===== config.mk =====
export PLATFORM = sky130hd
export DESIGN_NAME = hlu_uart
export DESIGN_NICKNAME = d
export VERILOG_FILES = /design/src/verilog/hlu_pair_buf.v /design/src/verilog/hlu_uart.v
export VERILOG_INCLUDE_DIRS = /design/src /design/src/verilog
export SDC_FILE = /design/constraint.sdc
export NUM_CORES = 1
export LEC_CHECK = 0
export BUFFER_PORTS_ARGS = -buffer_cell sky130_fd_sc_hd__buf_4
export CAP_MARGIN = 20
export CORE_MARGIN = 8
export CORE_UTILIZATION = 58
export CTS_BUF_LIST = sky130_fd_sc_hd__clkbuf_8
export DETAILED_ROUTE_END_ITERATION = 6
export PLACE_DENSITY = 0.85
export SLEW_MARGIN = 25
export SYNTH_ARGS = -nofsm -noshare
export SYNTH_HDL_FRONTEND = slang
export SYNTH_SLANG_ARGS = --single-unit

===== constraint.sdc =====
create_clock -name clk -period 3.45 [get_ports clk]
set_clock_uncertainty 0.05 [all_clocks]
set_input_delay 0.1725 -clock clk [delete_from_list [all_inputs] [get_ports clk]]
set_output_delay 0.1725 -clock clk [all_outputs]
set_load 0.05 [all_outputs]

===== src/verilog/hlu_uart_defs.vh =====
// Constants for the host link serial port with hardware flow control.
// Assumes a single 20 MHz clock and plain Verilog-2005 consumers.
`ifndef HLU_UART_DEFS_VH
`define HLU_UART_DEFS_VH

// ----------------------------------------------------------------
// Clock and timing
// ----------------------------------------------------------------
`define HLU_CLK_KHZ        20000
`define HLU_POWERUP_MS     100
`define HLU_MIN_BAUD_BPS   37500
`define HLU_MAX_BAUD_BPS   4000000
`define HLU_CLKS_PER_BIT   174
`define HLU_CNT_W          16
`define HLU_PU_W           22

// ----------------------------------------------------------------
// Frame and buffering
// ----------------------------------------------------------------
`define HLU_DATA_BITS      8
`define HLU_RX_DEPTH       64
`define HLU_RX_AW          6
`define HLU_RX_THRESH_DIV  4
`define HLU_RX_LATE_BYTES  16

// ----------------------------------------------------------------
// State codes, shared by transmitter and receiver
// ----------------------------------------------------------------
`define HLU_ST_IDLE        3'h0
`define HLU_ST_START       3'h1
`define HLU_ST_DATA        3'h2
`define HLU_ST_PAR         3'h3
`define HLU_ST_STOP        3'h4

`endif


===== src/verilog/hlu_pair_buf.v =====
// Two-entry valid/ready buffer between the user and the transmitter.
// Assumes both sides run on clk; a stalled drain fills it and drops in_ready.

module hlu_pair_buf #(
  parameter WIDTH = 8
) (
  // Clock and reset
  input  wire             clk,
  input  wire             rstn,
  input  wire             clr,
  // Filling side
  input  wire [WIDTH-1:0] in_data,
  input  wire             in_valid,
  output wire             in_ready,
  // Draining side
  output wire [WIDTH-1:0] out_data,
  output wire             out_valid,
  input  wire             out_ready
);

  reg [WIDTH-1:0] mem_reg [0:1];
  reg             wptr_reg;
  reg             rptr_reg;
  reg [1:0]       count_reg;

  wire push = in_valid & in_ready;
  wire pop  = out_valid & out_ready;

  // Honest flags straight from the fill count
  assign in_ready  = (count_reg != 2'h2);
  assign out_valid = (count_reg != 2'h0);
  assign out_data  = mem_reg[rptr_reg];

  // Pointers and count; clr empties it when the port powers down
  always @(posedge clk or negedge rstn) begin
    if (!rstn) begin
      wptr_reg  <= 1'b0;
      rptr_reg  <= 1'b0;
      count_reg <= 2'h0;
    end else if (clr) begin
      wptr_reg  <= 1'b0;
      rptr_reg  <= 1'b0;
      count_reg <= 2'h0;
    end else begin
      if (push)
        wptr_reg <= ~wptr_reg;
      if (pop)
        rptr_reg <= ~rptr_reg;
      if (push & ~pop)
        count_reg <= count_reg + 2'h1;
      else if (pop & ~push)
        count_reg <= count_reg - 2'h1;
    end
  end

  // Storage needs no reset; out_valid guards it
  always @(posedge clk) begin
    if (push)
      mem_reg[wptr_reg] <= in_data;
  end

endmodule // hlu_pair_buf


===== src/verilog/hlu_uart.v =====
// Device end of the host serial link: transmitter, receiver, receive store,
// request/clear flow control and power-up sequencing.
// Assumes clk at 20 MHz; every incoming link pin is asynchronous and synchronised here.

`include "hlu_uart_defs.vh"

module hlu_uart #(
  parameter CLKS_PER_BIT   = `HLU_CLKS_PER_BIT,
  parameter DATA_BITS      = `HLU_DATA_BITS,
  parameter PARITY_EN      = 0,
  parameter PARITY_ODD     = 0,
  parameter RX_DEPTH       = `HLU_RX_DEPTH,
  parameter RX_AW          = `HLU_RX_AW,
  parameter POWERUP_CYCLES = `HLU_POWERUP_MS * `HLU_CLK_KHZ
) (
  // Clock and reset
  input  wire                 clk,
  input  wire                 rstn,
  // Power control pin
  input  wire                 power_down_request_n,
  // Link pins, output enables active low
  input  wire                 host_link_receive_pin,
  input  wire                 host_link_clear_pin,
  output wire                 host_link_transmit_pin,
  output wire                 host_link_transmit_oe_n,
  output wire                 host_link_request_pin,
  output wire                 host_link_request_oe_n,
  // Bytes to send
  input  wire [DATA_BITS-1:0] tx_data,
  input  wire                 tx_valid,
  output wire                 tx_ready,
  // Bytes received
  output wire [DATA_BITS-1:0] rx_data,
  output wire                 rx_valid,
  input  wire                 rx_ready,
  // Status
  output wire                 link_ready,
  output wire                 rx_frame_error,
  output wire                 rx_parity_error,
  output wire                 rx_overrun
);

  localparam [`HLU_CNT_W-1:0] BIT_LAST  = CLKS_PER_BIT - 1;
  localparam [`HLU_CNT_W-1:0] HALF_LAST = CLKS_PER_BIT / 2 - 1;
  localparam [`HLU_PU_W-1:0]  PU_LAST   = POWERUP_CYCLES - 1;
  localparam [RX_AW:0]        RX_THRESH = RX_DEPTH / `HLU_RX_THRESH_DIV;
  localparam [RX_AW:0]        RX_FULL   = RX_DEPTH;
  localparam [3:0]            BIT_TOP   = DATA_BITS - 1;

  // ----------------------------------------------------------------
  // Parity, used by both directions
  // ----------------------------------------------------------------
  function par_of;
    input [DATA_BITS-1:0] d;
    begin
      par_of = (^d) ^ (PARITY_ODD != 0);
    end
  endfunction

  // ----------------------------------------------------------------
  // Pin synchronisers
  // ----------------------------------------------------------------
  reg pdn_s1_reg, pdn_s2_reg;
  reg rxp_s1_reg, rxp_s2_reg;
  reg cts_s1_reg, cts_s2_reg;

  // Link idle levels are high, so receive and clear come out of reset as idle; power-down reads as requested
  always @(posedge clk or negedge rstn) begin
    if (!rstn) begin
      pdn_s1_reg <= 1'b0;
      pdn_s2_reg <= 1'b0;
      rxp_s1_reg <= 1'b1;
      rxp_s2_reg <= 1'b1;
      cts_s1_reg <= 1'b1;
      cts_s2_reg <= 1'b1;
    end else begin
      pdn_s1_reg <= power_down_request_n;
      pdn_s2_reg <= pdn_s1_reg;
      rxp_s1_reg <= host_link_receive_pin;
      rxp_s2_reg <= rxp_s1_reg;
      cts_s1_reg <= host_link_clear_pin;
      cts_s2_reg <= cts_s1_reg;
    end
  end

  wire srst = ~pdn_s2_reg;

  // ----------------------------------------------------------------
  // Power-up sequencing
  // ----------------------------------------------------------------
  reg [`HLU_PU_W-1:0] pu_cnt_reg;
  reg                 ready_reg;

  // Port stays dark until the count expires after release
  always @(posedge clk or negedge rstn) begin
    if (!rstn) begin
      pu_cnt_reg <= {`HLU_PU_W{1'b0}};
      ready_reg  <= 1'b0;
    end else if (srst) begin
      pu_cnt_reg <= {`HLU_PU_W{1'b0}};
      ready_reg  <= 1'b0;
    end else if (!ready_reg) begin
      if (pu_cnt_reg == PU_LAST)
        ready_reg <= 1'b1;
      else
        pu_cnt_reg <= pu_cnt_reg + 1'b1;
    end
  end

  assign link_ready = ready_reg;
  wire   halt       = srst | ~ready_reg;

  // ----------------------------------------------------------------
  // Transmit path
  // ----------------------------------------------------------------
  wire [DATA_BITS-1:0] buf_data;
  wire                 buf_valid;
  wire                 tx_take;

  hlu_pair_buf #(.WIDTH(DATA_BITS)) u_tx_buf (
    .clk       (clk),
    .rstn      (rstn),
    .clr       (halt),
    .in_data   (tx_data),
    .in_valid  (tx_valid),
    .in_ready  (tx_ready),
    .out_data  (buf_data),
    .out_valid (buf_valid),
    .out_ready (tx_take)
  );

  reg [2:0]            tx_state_reg;
  reg [`HLU_CNT_W-1:0] tx_cnt_reg;
  reg [3:0]            tx_bit_reg;
  reg [DATA_BITS-1:0]  tx_shift_reg;
  reg                  tx_par_reg;
  reg                  tx_line_reg;

  wire tx_tick = (tx_cnt_reg == {`HLU_CNT_W{1'b0}});

  // Only between characters is the clear line looked at, so a frame in
  // flight always completes cleanly before the pause
  assign tx_take = (tx_state_reg == `HLU_ST_IDLE) & ~halt & buf_valid
                 & ~cts_s2_reg;

  // Character framer, bit timing from the down-counter
  always @(posedge clk or negedge rstn) begin
    if (!rstn) begin
      tx_state_reg <= `HLU_ST_IDLE;
      tx_cnt_reg   <= {`HLU_CNT_W{1'b0}};
      tx_bit_reg   <= 4'h0;
      tx_shift_reg <= {DATA_BITS{1'b0}};
      tx_par_reg   <= 1'b0;
      tx_line_reg  <= 1'b1;
    end else if (halt) begin
      tx_state_reg <= `HLU_ST_IDLE;
      tx_cnt_reg   <= {`HLU_CNT_W{1'b0}};
      tx_line_reg  <= 1'b1;
    end else begin
      if (tx_state_reg != `HLU_ST_IDLE)
        tx_cnt_reg <= tx_tick ? BIT_LAST : tx_cnt_reg - 1'b1;
      case (tx_state_reg)
        `HLU_ST_IDLE: begin
          if (tx_take) begin
            tx_shift_reg <= buf_data;
            tx_par_reg   <= par_of(buf_data);
            tx_line_reg  <= 1'b0;
            tx_cnt_reg   <= BIT_LAST;
            tx_state_reg <= `HLU_ST_START;
          end
        end
        `HLU_ST_START: begin
          if (tx_tick) begin
            tx_line_reg  <= tx_shift_reg[0];      // LSB first
            tx_shift_reg <= tx_shift_reg >> 1;
            tx_bit_reg   <= 4'h0;
            tx_state_reg <= `HLU_ST_DATA;
          end
        end
        `HLU_ST_DATA: begin
          if (tx_tick) begin
            if (tx_bit_reg == BIT_TOP) begin
              if (PARITY_EN != 0) begin
                tx_line_reg  <= tx_par_reg;
                tx_state_reg <= `HLU_ST_PAR;
              end else begin
                tx_line_reg  <= 1'b1;
                tx_state_reg <= `HLU_ST_STOP;
              end
            end else begin
              tx_line_reg  <= tx_shift_reg[0];
              tx_shift_reg <= tx_shift_reg >> 1;
              tx_bit_reg   <= tx_bit_reg + 4'h1;
            end
          end
        end
        `HLU_ST_PAR: begin
          if (tx_tick) begin
            tx_line_reg  <= 1'b1;
            tx_state_reg <= `HLU_ST_STOP;
          end
        end
        `HLU_ST_STOP: begin
          if (tx_tick)
            tx_state_reg <= `HLU_ST_IDLE;
        end
        default: tx_state_reg <= `HLU_ST_IDLE;
      endcase
    end
  end

  // ----------------------------------------------------------------
  // Receive path
  // ----------------------------------------------------------------
  reg [2:0]            rx_state_reg;
  reg [`HLU_CNT_W-1:0] rx_cnt_reg;
  reg [3:0]            rx_bit_reg;
  reg [DATA_BITS-1:0]  rx_shift_reg;
  reg                  rx_perr_reg;
  reg                  ferr_reg;
  reg                  perr_out_reg;
  reg                  ovr_reg;
  reg [RX_AW:0]        fill_reg;

  wire rx_tick  = (rx_cnt_reg == {`HLU_CNT_W{1'b0}});
  wire rx_full  = (fill_reg == RX_FULL);
  wire rx_good  = (rx_state_reg == `HLU_ST_STOP) & rx_tick & rxp_s2_reg;
  wire rx_push  = rx_good & ~rx_full;

  // Start edge restarts the phase, so every bit is sampled mid-period and
  // per-bit drift never accumulates past one character
  always @(posedge clk or negedge rstn) begin
    if (!rstn) begin
      rx_state_reg <= `HLU_ST_IDLE;
      rx_cnt_reg   <= {`HLU_CNT_W{1'b0}};
      rx_bit_reg   <= 4'h0;
      rx_shift_reg <= {DATA_BITS{1'b0}};
      rx_perr_reg  <= 1'b0;
      ferr_reg     <= 1'b0;
      perr_out_reg <= 1'b0;
      ovr_reg      <= 1'b0;
    end else if (halt) begin
      rx_state_reg <= `HLU_ST_IDLE;
      rx_cnt_reg   <= {`HLU_CNT_W{1'b0}};
      ferr_reg     <= 1'b0;
      perr_out_reg <= 1'b0;
      ovr_reg      <= 1'b0;
    end else begin
      ferr_reg     <= 1'b0;
      perr_out_reg <= 1'b0;
      ovr_reg      <= 1'b0;
      if (rx_state_reg != `HLU_ST_IDLE)
        rx_cnt_reg <= rx_tick ? BIT_LAST : rx_cnt_reg - 1'b1;
      case (rx_state_reg)
        `HLU_ST_IDLE: begin
          if (!rxp_s2_reg) begin
            rx_cnt_reg   <= HALF_LAST;            // mid-bit
            rx_state_reg <= `HLU_ST_START;
          end
        end
        `HLU_ST_START: begin
          if (rx_tick) begin
            rx_bit_reg   <= 4'h0;
            rx_perr_reg  <= 1'b0;
            // Glitch rejection: start must still be low mid-bit
            rx_state_reg <= rxp_s2_reg ? `HLU_ST_IDLE : `HLU_ST_DATA;
          end
        end
        `HLU_ST_DATA: begin
          if (rx_tick) begin
            rx_shift_reg <= {rxp_s2_reg, rx_shift_reg[DATA_BITS-1:1]};
            rx_bit_reg   <= rx_bit_reg + 4'h1;
            if (rx_bit_reg == BIT_TOP)
              rx_state_reg <= (PARITY_EN != 0) ? `HLU_ST_PAR : `HLU_ST_STOP;
          end
        end
        `HLU_ST_PAR: begin
          if (rx_tick) begin
            rx_perr_reg  <= rxp_s2_reg ^ par_of(rx_shift_reg);
            rx_state_reg <= `HLU_ST_STOP;
          end
        end
        `HLU_ST_STOP: begin
          if (rx_tick) begin
            ferr_reg     <= ~rxp_s2_reg;
            perr_out_reg <= rxp_s2_reg & rx_perr_reg;
            ovr_reg      <= rx_good & rx_full;
            rx_state_reg <= `HLU_ST_IDLE;
          end
        end
        default: rx_state_reg <= `HLU_ST_IDLE;
      endcase
    end
  end

  assign rx_frame_error  = ferr_reg;
  assign rx_parity_error = perr_out_reg;
  assign rx_overrun      = ovr_reg;

  // ----------------------------------------------------------------
  // Receive store and output stage
  // ----------------------------------------------------------------
  reg [DATA_BITS-1:0] rx_mem_reg [0:RX_DEPTH-1];
  reg [RX_AW-1:0]     wptr_reg;
  reg [RX_AW-1:0]     rptr_reg;
  reg [DATA_BITS-1:0] rx_data_reg;
  reg                 rx_valid_reg;
  reg                 rts_reg;

  wire rx_pop = (fill_reg != {(RX_AW+1){1'b0}}) & (~rx_valid_reg | rx_ready);

  // Threshold leaves three quarters free for bytes still in flight
  always @(posedge clk or negedge rstn) begin
    if (!rstn) begin
      wptr_reg     <= {RX_AW{1'b0}};
      rptr_reg     <= {RX_AW{1'b0}};
      fill_reg     <= {(RX_AW+1){1'b0}};
      rx_data_reg  <= {DATA_BITS{1'b0}};
      rx_valid_reg <= 1'b0;
      rts_reg      <= 1'b1;
    end else if (halt) begin
      wptr_reg     <= {RX_AW{1'b0}};
      rptr_reg     <= {RX_AW{1'b0}};
      fill_reg     <= {(RX_AW+1){1'b0}};
      rx_valid_reg <= 1'b0;
      // High only in power-down; low while counting, so it reads low once driven
      rts_reg      <= srst;
    end else begin
      if (rx_push)
        wptr_reg <= wptr_reg + 1'b1;
      if (rx_pop) begin
        rptr_reg    <= rptr_reg + 1'b1;
        rx_data_reg <= rx_mem_reg[rptr_reg];
      end
      if (rx_pop)
        rx_valid_reg <= 1'b1;
      else if (rx_ready)
        rx_valid_reg <= 1'b0;
      if (rx_push & ~rx_pop)
        fill_reg <= fill_reg + 1'b1;
      else if (rx_pop & ~rx_push)
        fill_reg <= fill_reg - 1'b1;
      rts_reg <= (fill_reg >= RX_THRESH);
    end
  end

  // Store array, no reset needed
  always @(posedge clk) begin
    if (rx_push)
      rx_mem_reg[wptr_reg] <= rx_shift_reg;
  end

  assign rx_data  = rx_data_reg;
  assign rx_valid = rx_valid_reg;

  // ----------------------------------------------------------------
  // Pin drivers: float until powered up, external pulls hold them high
  // ----------------------------------------------------------------
  assign host_link_transmit_pin  = tx_line_reg;
  assign host_link_transmit_oe_n = ~ready_reg;
  assign host_link_request_pin   = rts_reg;
  assign host_link_request_oe_n  = ~ready_reg;

endmodule // hlu_uart


==> impl_summary.log, run 1 <==
INFO  metric cp_data_required_time = 3.93 ns
INFO  metric min_from = host_link_receive_pin
INFO  metric h-tree-depth = 3
INFO  metric max_cap_viol_count = 0
INFO  metric worst-endpoint-arrival = 3.54 ns
INFO  metric layout.cells.most_common = sky130_fd_sc_hd__edfxtp_1
INFO  metric initial_antenna_violation_count = 1
INFO  metric drt-initial-drc-count = 1,958
INFO  metric synth.avg_cell_area = 15.5 µm²
INFO  metric detailedRoute.firstPassIterationCount = 6
INFO  metric critPathSlowestCell = sky130_fd_sc_hd__dfrtp_1
INFO  metric period_minus_slack = 3.07 ns
INFO  metric vias_in_the_first_global_route = 16,900
INFO  metric critPathKind = reg2reg
INFO  metric tritoncts.num_buffers = 100
INFO  metric synth_top_cells_by_area = sky130_fd_sc_hd__edfxtp_1, sky130_fd_sc_hd__dfrtp_1, sky130_fd_sc_hd__mux2i_1
INFO  metric cts_root_buffer = sky130_fd_sc_hd__clkbuf_8
INFO  metric grt_use_total = 22.5%
INFO  metric grt_start_max_net_pins = 98
INFO  metric antenna_violating_nets_left = 0
INFO  metric utilization_after_layout = 66.2%
INFO  metric setup_viol = 0
INFO  metric detailedPlace.worstSlack = 0.254 ns
INFO  metric clkSinkCount = 657
INFO  metric power.ir.vdd_worst = 355 µV
INFO  metric hold_path_class = in2reg
INFO  metric crit_family = simple AND/OR/NAND/NOR gates
INFO  metric cts-root-to-sink-buffers = 3
INFO  metric starting_density_of_the_core = 58.6%
INFO  metric viasPerCell = 6.33
INFO  metric final_design_area_no_fill = 30,800 µm²
INFO  metric drive_above_1_share = 19.1%
INFO  metric worst-r2r-cell-count = 13
INFO  metric nets = 1,949
INFO  metric timing.final.crit_share = 88.8%
INFO  metric cp_num_cells = 13
INFO  metric wl_per_cell = 23.4 µm
INFO  metric synth.lib_cells_used.distinct = 81
INFO  metric residual_drc_count = 0
INFO  metric timing.final.ws_setup = 0.385 ns
INFO  metric finalMaxSlewViolations = 0
INFO  metric postSynthRegisterBits = 657
INFO  metric endpoint = fill_reg[6]
INFO  metric die_w = 233 µm
INFO  metric slowest_delay = 0.42 ns
INFO  metric design.die.area = 54,100 µm²
INFO  metric syn-instance-count = 1,750
INFO  metric num_vias = 16,500
INFO  metric fillerInstances = 2,970
INFO  metric timing_hold_violations_final = 0
INFO  metric syn2layout_area_growth = 13.1%
INFO  metric tightest_slew = 0.961 ns
INFO  metric ios = 33
INFO  metric yosysTopAreaCell = sky130_fd_sc_hd__edfxtp_1
INFO  metric cts_tree = built
INFO  metric crit-reg2reg-capture = fill_reg[6]
INFO  metric synthArstFlopShare = 19.6%
INFO  metric portBuffers = 32
INFO  metric most-common-layout-cells = sky130_fd_sc_hd__edfxtp_1, sky130_fd_sc_hd__mux2i_1, sky130_fd_sc_hd__nor2_1, sky130_fd_sc_hd__buf_4, sky130_fd_sc_hd__dfrtp_1
INFO  metric path_cells = nor4_1, buf_4, a31oi_1, and2_2, nand2b_2, inv_1, fa_1, nor2b_1, o21ai_0, a21o_1, a211o_1, a21oi_1, nor3b_1
INFO  metric fp-row-count = 79
INFO  metric cellLeakagePower = 9.42 nW
INFO  metric endpoint_kind = flop
INFO  metric path_max_fanout = 7
INFO  metric r2r_start = fill_reg[0]
INFO  metric yosysTopAreaCellShare = 58.3%
INFO  metric wl = 61,100 µm
INFO  metric dpl-instance-area = 28,700 µm²
INFO  metric largest_register_ffs = 512
INFO  metric max_slew_margin = 35.8%
INFO  metric critical_path.startpoint_type = flop
INFO  metric run_status = finished, final reports clean
INFO  metric die_height = 233 µm
INFO  metric cts_setup_buffers = 0
INFO  metric fin_tns_setup = 0 ns
INFO  metric fmax = 326 MHz
INFO  metric rrSetupSlack = 0.38 ns
INFO  metric rsz_0062_raised_after_global_routing = false
INFO  metric synth.yosys.seq_area_share = 70.2%
INFO  metric synthesis.nets = 1,781
INFO  metric post_synth_instance_area = 27,200 µm²
INFO  metric globalRouteOverflowTotal = 0
INFO  metric globalplace.congestion = 0.954
INFO  metric cp.buffers_inverters = 2
INFO  metric number_of_synthesized_flops_with_an_enable_pin = 528
INFO  metric place.detailed.hpwl = 36,900 µm
INFO  metric p_per_area = 475 nW/µm²
INFO  metric core_area = 46,500 µm²
INFO  metric timing.critical_path.from = fill_reg[0]
INFO  metric yosys_warnings = 0
INFO  metric worst_setup_hold_path_clk_slew = 0.06 ns
INFO  metric clk-insertion-delay-late = 0.69 ns
INFO  metric yosys_most_used_dff = sky130_fd_sc_hd__edfxtp_1
INFO  metric grt_pass1_wl = 94,400 µm
kinds of logic after synthesis:
logic type / after synthesis / share of synthesized area, %
multiplexers: 230 / 11.2
AND/OR/NAND/NOR: 422 / 7.90
adder cells (fa/ha/maj): 16 / 0.763
flip-flops: 657 / 70.2
buffers and inverters: 115 / 1.76
XOR/XNOR: 54 / 1.81
AO/OA/AOI/OAI: 256 / 6.40
power breakdown:
group          total, mW  internal [mW]  switching (mW)  leakage (nW)
clock               6.03           3.10            2.93          1.13
sequential          8.49           8.48         0.00778          5.43
combinational     0.0903         0.0354          0.0549          2.86
layer usage:
| layer | vias up | routed length, µm | global-route usage [%] |
|---|---|---|---|
| met2 | 938 | 30200 | 37.3 |
| met1 | 8286 | 23200 | 28.9 |
| met5 | - | 0 | 0 |
| met4 | 0 | 1990 | 8.37 |
| li1 | 7127 | - | - |
| met3 | 160 | 5640 | 5.38 |
synth_stat cells, types with 4 or more instances:
cell / count
sky130_fd_sc_hd__a31oi_1: 12
sky130_fd_sc_hd__nand3b_1: 8
sky130_fd_sc_hd__buf_2: 23
sky130_fd_sc_hd__nand4_1: 18
sky130_fd_sc_hd__nand2_1: 88
sky130_fd_sc_hd__a21oi_1: 37
sky130_fd_sc_hd__nor4_1: 10
sky130_fd_sc_hd__xnor2_1: 32
sky130_fd_sc_hd__clkbuf_1: 49
sky130_fd_sc_hd__o21a_1: 5
sky130_fd_sc_hd__o22ai_1: 18
sky130_fd_sc_hd__a211oi_1: 19
sky130_fd_sc_hd__nand3_1: 43
sky130_fd_sc_hd__nand2b_1: 8
sky130_fd_sc_hd__o21ai_0: 49
sky130_fd_sc_hd__and3_1: 8
sky130_fd_sc_hd__dfrtp_1: 123
sky130_fd_sc_hd__nor2b_1: 13
sky130_fd_sc_hd__dfstp_2: 6
sky130_fd_sc_hd__and2_1: 18
sky130_fd_sc_hd__a211o_1: 4
sky130_fd_sc_hd__a32o_1: 7
sky130_fd_sc_hd__or3_1: 13
sky130_fd_sc_hd__inv_1: 23
sky130_fd_sc_hd__a221oi_1: 8
sky130_fd_sc_hd__mux2i_1: 159
sky130_fd_sc_hd__nor3b_1: 4
sky130_fd_sc_hd__nor2_1: 143
sky130_fd_sc_hd__edfxtp_1: 528
sky130_fd_sc_hd__mux4_2: 56
sky130_fd_sc_hd__ha_1: 15
sky130_fd_sc_hd__mux2_4: 7
sky130_fd_sc_hd__nor3_1: 16
sky130_fd_sc_hd__buf_1: 16
sky130_fd_sc_hd__xor2_1: 21
sky130_fd_sc_hd__a22oi_1: 66
sky130_fd_sc_hd__mux2_1: 7
layout make-up:
class	count	area, µm²	area share [%]
Antenna cell	1	2.50	0.00814
Clock buffer	111	1530	4.97
Clock inverter	75	364	1.18
Inverter	23	86.3	0.281
Multi-Input combinational cell	978	7650	24.9
Sequential cell	657	19100	62.1
Tap cell	607	759	2.47
Timing Repair Buffer	158	1260	4.10
how the worst min path moves through the flow:
stage	endpoint	slack, ns	cells past startpoint
after global routing	pdn_s1_reg	0.06	2
after global placement	rxp_s1_reg	0.23	1
after floorplan	fill_reg[0]	-0.17	0
final	rxp_s1_reg	0.11	2
after CTS	pdn_s1_reg	0.05	2
after detailed placement	rxp_s1_reg	0.23	1
what timing repair did:
item / 4_1_cts / 5_1_grt
endpoints found under the hold margin: 125 / 0
hold buffers: 14 / 0
resized for setup: 0 / 2
setup endpoints to repair: 0 / 1
metrics by stage:
stage	power, mW	hold WS, ns	cells
2_1_floorplan	8.67	-0.173	1750
3_3_place_gp	8.73	0.233	2409
3_5_place_dp	8.73	0.232	2409
4_1_cts	14.7	0.0533	2609
5_1_grt	15.0	0.0631	2610
6_report	14.6	0.109	2610
Note: power is estimated with default switching activity, not from simulation.
==> run 2: changes to the inputs <==
- MAX_ROUTING_LAYER: unset -> met4
- SLEW_MARGIN: 25 -> 20
==> run 2 against run 1 <==
Clock power about the same. Wire length about the same. Via count down 0.42%. Worst hold slack about the same. Critical path depth unchanged. Largest cell class unchanged. Largest power group unchanged.
==> impl_summary.log, run 2 (synthesized netlist as in run 1, its figures left out) <==
INFO  metric run_status = finished, final reports clean
INFO  metric power.ir.vdd_worst = 360 µV
INFO  metric grt_util_met3 = 5.30%
INFO  metric grt_start_max_net_pins = 98
INFO  metric setup_viol = 0
INFO  metric hold_path_class = in2async
INFO  metric place.detailed.hpwl = 36,900 µm
INFO  metric globalRouteOverflowTotal = 0
INFO  metric max_slew_margin = 35.0%
INFO  metric timing_hold_violations_final = 0
INFO  metric die_w = 233 µm
INFO  metric cp_data_required_time = 3.92 ns
INFO  metric cts_root_buffer = sky130_fd_sc_hd__clkbuf_8
INFO  metric globalRoute.busiestLayer = met2
INFO  metric starting_density_of_the_core = 58.6%
INFO  metric cts-root-to-sink-buffers = 3
INFO  metric worst_setup_hold_path_clk_slew = 0.07 ns
INFO  metric critical_path.startpoint_type = flop
INFO  metric clock_power_share = 41.3%
INFO  metric path_max_fanout = 7
INFO  metric viasPerCell = 6.30
INFO  metric wl_per_cell = 23.4 µm
INFO  metric detailedPlace.worstSlack = 0.254 ns
INFO  metric tritoncts.num_buffers = 100
INFO  metric crit_family = simple AND/OR/NAND/NOR gates
INFO  metric critPathSlowestCell = sky130_fd_sc_hd__dfrtp_1
INFO  metric grt_use_total = 23.2%
INFO  metric timing.final.crit_share = 88.9%
INFO  metric tightest_slew = 0.974 ns
INFO  metric cts_tree = built
INFO  metric portBuffers = 32
INFO  metric nets = 1,949
INFO  metric cellLeakagePower = 9.42 nW
INFO  metric critPathKind = reg2reg
INFO  metric fp-row-count = 79
INFO  metric clk-insertion-delay-late = 0.68 ns
INFO  metric syn2layout_area_growth = 13.1%
INFO  metric ios = 33
INFO  metric residual_drc_count = 0
INFO  metric timing.final.ws_setup = 0.384 ns
INFO  metric clkSinkCount = 657
INFO  metric grt_pass1_wl = 94,400 µm
INFO  metric power_switching_share = 20.5%
INFO  metric largest_register_ffs = 512
INFO  metric share_seq_of_total_power = 58.1%
INFO  metric slowest_delay = 0.42 ns
INFO  metric fmax = 326 MHz
INFO  metric die_height = 233 µm
INFO  metric grt_util_met2 = 37.1%
INFO  metric worst-endpoint-arrival = 3.54 ns
INFO  metric path_cells = nor4_1, buf_4, a31oi_1, and2_2, nand2b_2, inv_1, fa_1, nor2b_1, o21ai_0, a21o_1, a211o_1, a21oi_1, nor3b_1
INFO  metric most-common-layout-cells = sky130_fd_sc_hd__edfxtp_1, sky130_fd_sc_hd__mux2i_1, sky130_fd_sc_hd__nor2_1, sky130_fd_sc_hd__buf_4, sky130_fd_sc_hd__dfrtp_1
INFO  metric crit-reg2reg-capture = fill_reg[6]
INFO  metric antenna_violating_nets_left = 0
INFO  metric fillerInstances = 2,970
INFO  metric cp.buffers_inverters = 2
INFO  metric globalplace.congestion = 0.971
INFO  metric worst-r2r-cell-count = 13
INFO  metric fin_tns_setup = 0 ns
INFO  metric initial_antenna_violation_count = 1
INFO  metric share_comb_of_total_power = 0.6%
INFO  metric cell_internal_pwr = 11.6 mW
INFO  metric rsz_0062_raised_after_global_routing = false
INFO  metric drive_above_1_share = 19.1%
INFO  metric design.die.area = 54,100 µm²
INFO  metric period_minus_slack = 3.07 ns
INFO  metric endpoint_kind = flop
INFO  metric r2r_start = fill_reg[0]
INFO  metric rrSetupSlack = 0.38 ns
INFO  metric detailedRoute.firstPassIterationCount = 6
INFO  metric h-tree-depth = 3
INFO  metric p_per_area = 475 nW/µm²
INFO  metric max_cap_viol_count = 0
INFO  metric layout.cells.most_common = sky130_fd_sc_hd__edfxtp_1
INFO  metric power.net_switching = 2.99 mW
INFO  metric gr-usage-met1 = 29.0%
INFO  metric num_vias = 16,400
INFO  metric vias_in_the_first_global_route = 16,900
INFO  metric finalMaxSlewViolations = 0
INFO  metric drt-initial-drc-count = 1,981
INFO  metric wl = 61,000 µm
INFO  metric core_area = 46,500 µm²
-- run 2: cell counts in the layout (fill, tap and decap cells not counted) --
Identical to the previous run, type by type.
-- run 2: worst reg2reg max path, stage by stage (launching register included) --
cell and delay (ns):
sky130_fd_sc_hd__dfrtp_1 0.42, sky130_fd_sc_hd__nor4_1 0.34, sky130_fd_sc_hd__buf_4 0.19, sky130_fd_sc_hd__a31oi_1 0.11, sky130_fd_sc_hd__and2_2 0.27, sky130_fd_sc_hd__nand2b_2 0.16, sky130_fd_sc_hd__inv_1 0.07, sky130_fd_sc_hd__fa_1 0.39
sky130_fd_sc_hd__nor2b_1 0.12, sky130_fd_sc_hd__o21ai_0 0.11, sky130_fd_sc_hd__a21o_1 0.22, sky130_fd_sc_hd__a211o_1 0.28, sky130_fd_sc_hd__a21oi_1 0.15, sky130_fd_sc_hd__nor3b_1 0.06
-- run 2: worst max-delay path by stage --
stage | cells after the start | startpoint | to
6_report | 13 | fill_reg[0] | fill_reg[6]
5_1_grt | 13 | rx_cnt_reg[0] | fill_reg[6]
4_1_cts | 13 | rx_cnt_reg[0] | fill_reg[6]
3_5_place_dp | 13 | rx_cnt_reg[0] | fill_reg[6]
3_3_place_gp | 13 | fill_reg[0] | fill_reg[6]
2_1_floorplan | 11 | rx_valid | fill_reg[6]
-- run 2: cell type report --
type	count	area, µm²	share of cell area, %
inverters	23	86.3	0.281
multi-input cells	978	7650	24.9
diodes	1	2.50	0.00814
flip-flops and latches	657	19100	62.1
clock inverters	75	364	1.18
repair buffers	158	1260	4.10
clock buffers	111	1530	4.97
well taps	607	759	2.47
-- run 2: power by group through the flow --
stage,registers (mW),clock network (mW),logic (mW)
after CTS,8.49,6.11,0.0923
after global routing,8.48,6.46,0.102
final,8.49,6.02,0.0906
after global placement,8.65,0,0.0764
after floorplan,8.65,0,0.0245
after detailed placement,8.65,0,0.0794
-- run 2: routing by layer --
layer  routed length [µm]  vias up
met5                    0        -
met4                 1980        0
met3                 5370      155
met2                30100      912
met1                23600     8243
li1                     -     7132
-- run 2: through the flow --
stage	hold WS, ns	utilization (%)	instance area [µm²]	total power, mW	std cells
3_3_place_gp	0.233	61.8	28700	8.73	2409
4_1_cts	0.0533	66.2	30800	14.7	2609
2_1_floorplan	-0.173	-	27200	8.67	1750
6_report	0.109	66.2	30800	14.6	2610
3_5_place_dp	0.232	61.8	28700	8.73	2409
5_1_grt	0.0632	66.2	30800	15.0	2610
-- run 2: timing repair --
action | 4_1_cts | 5_1_grt
gates resized for setup | 0 | 2
hold buffers | 14 | 0
setup endpoints to repair | 0 | 1
setup buffers | 0 | 0
endpoints found under the hold margin | 125 | 0
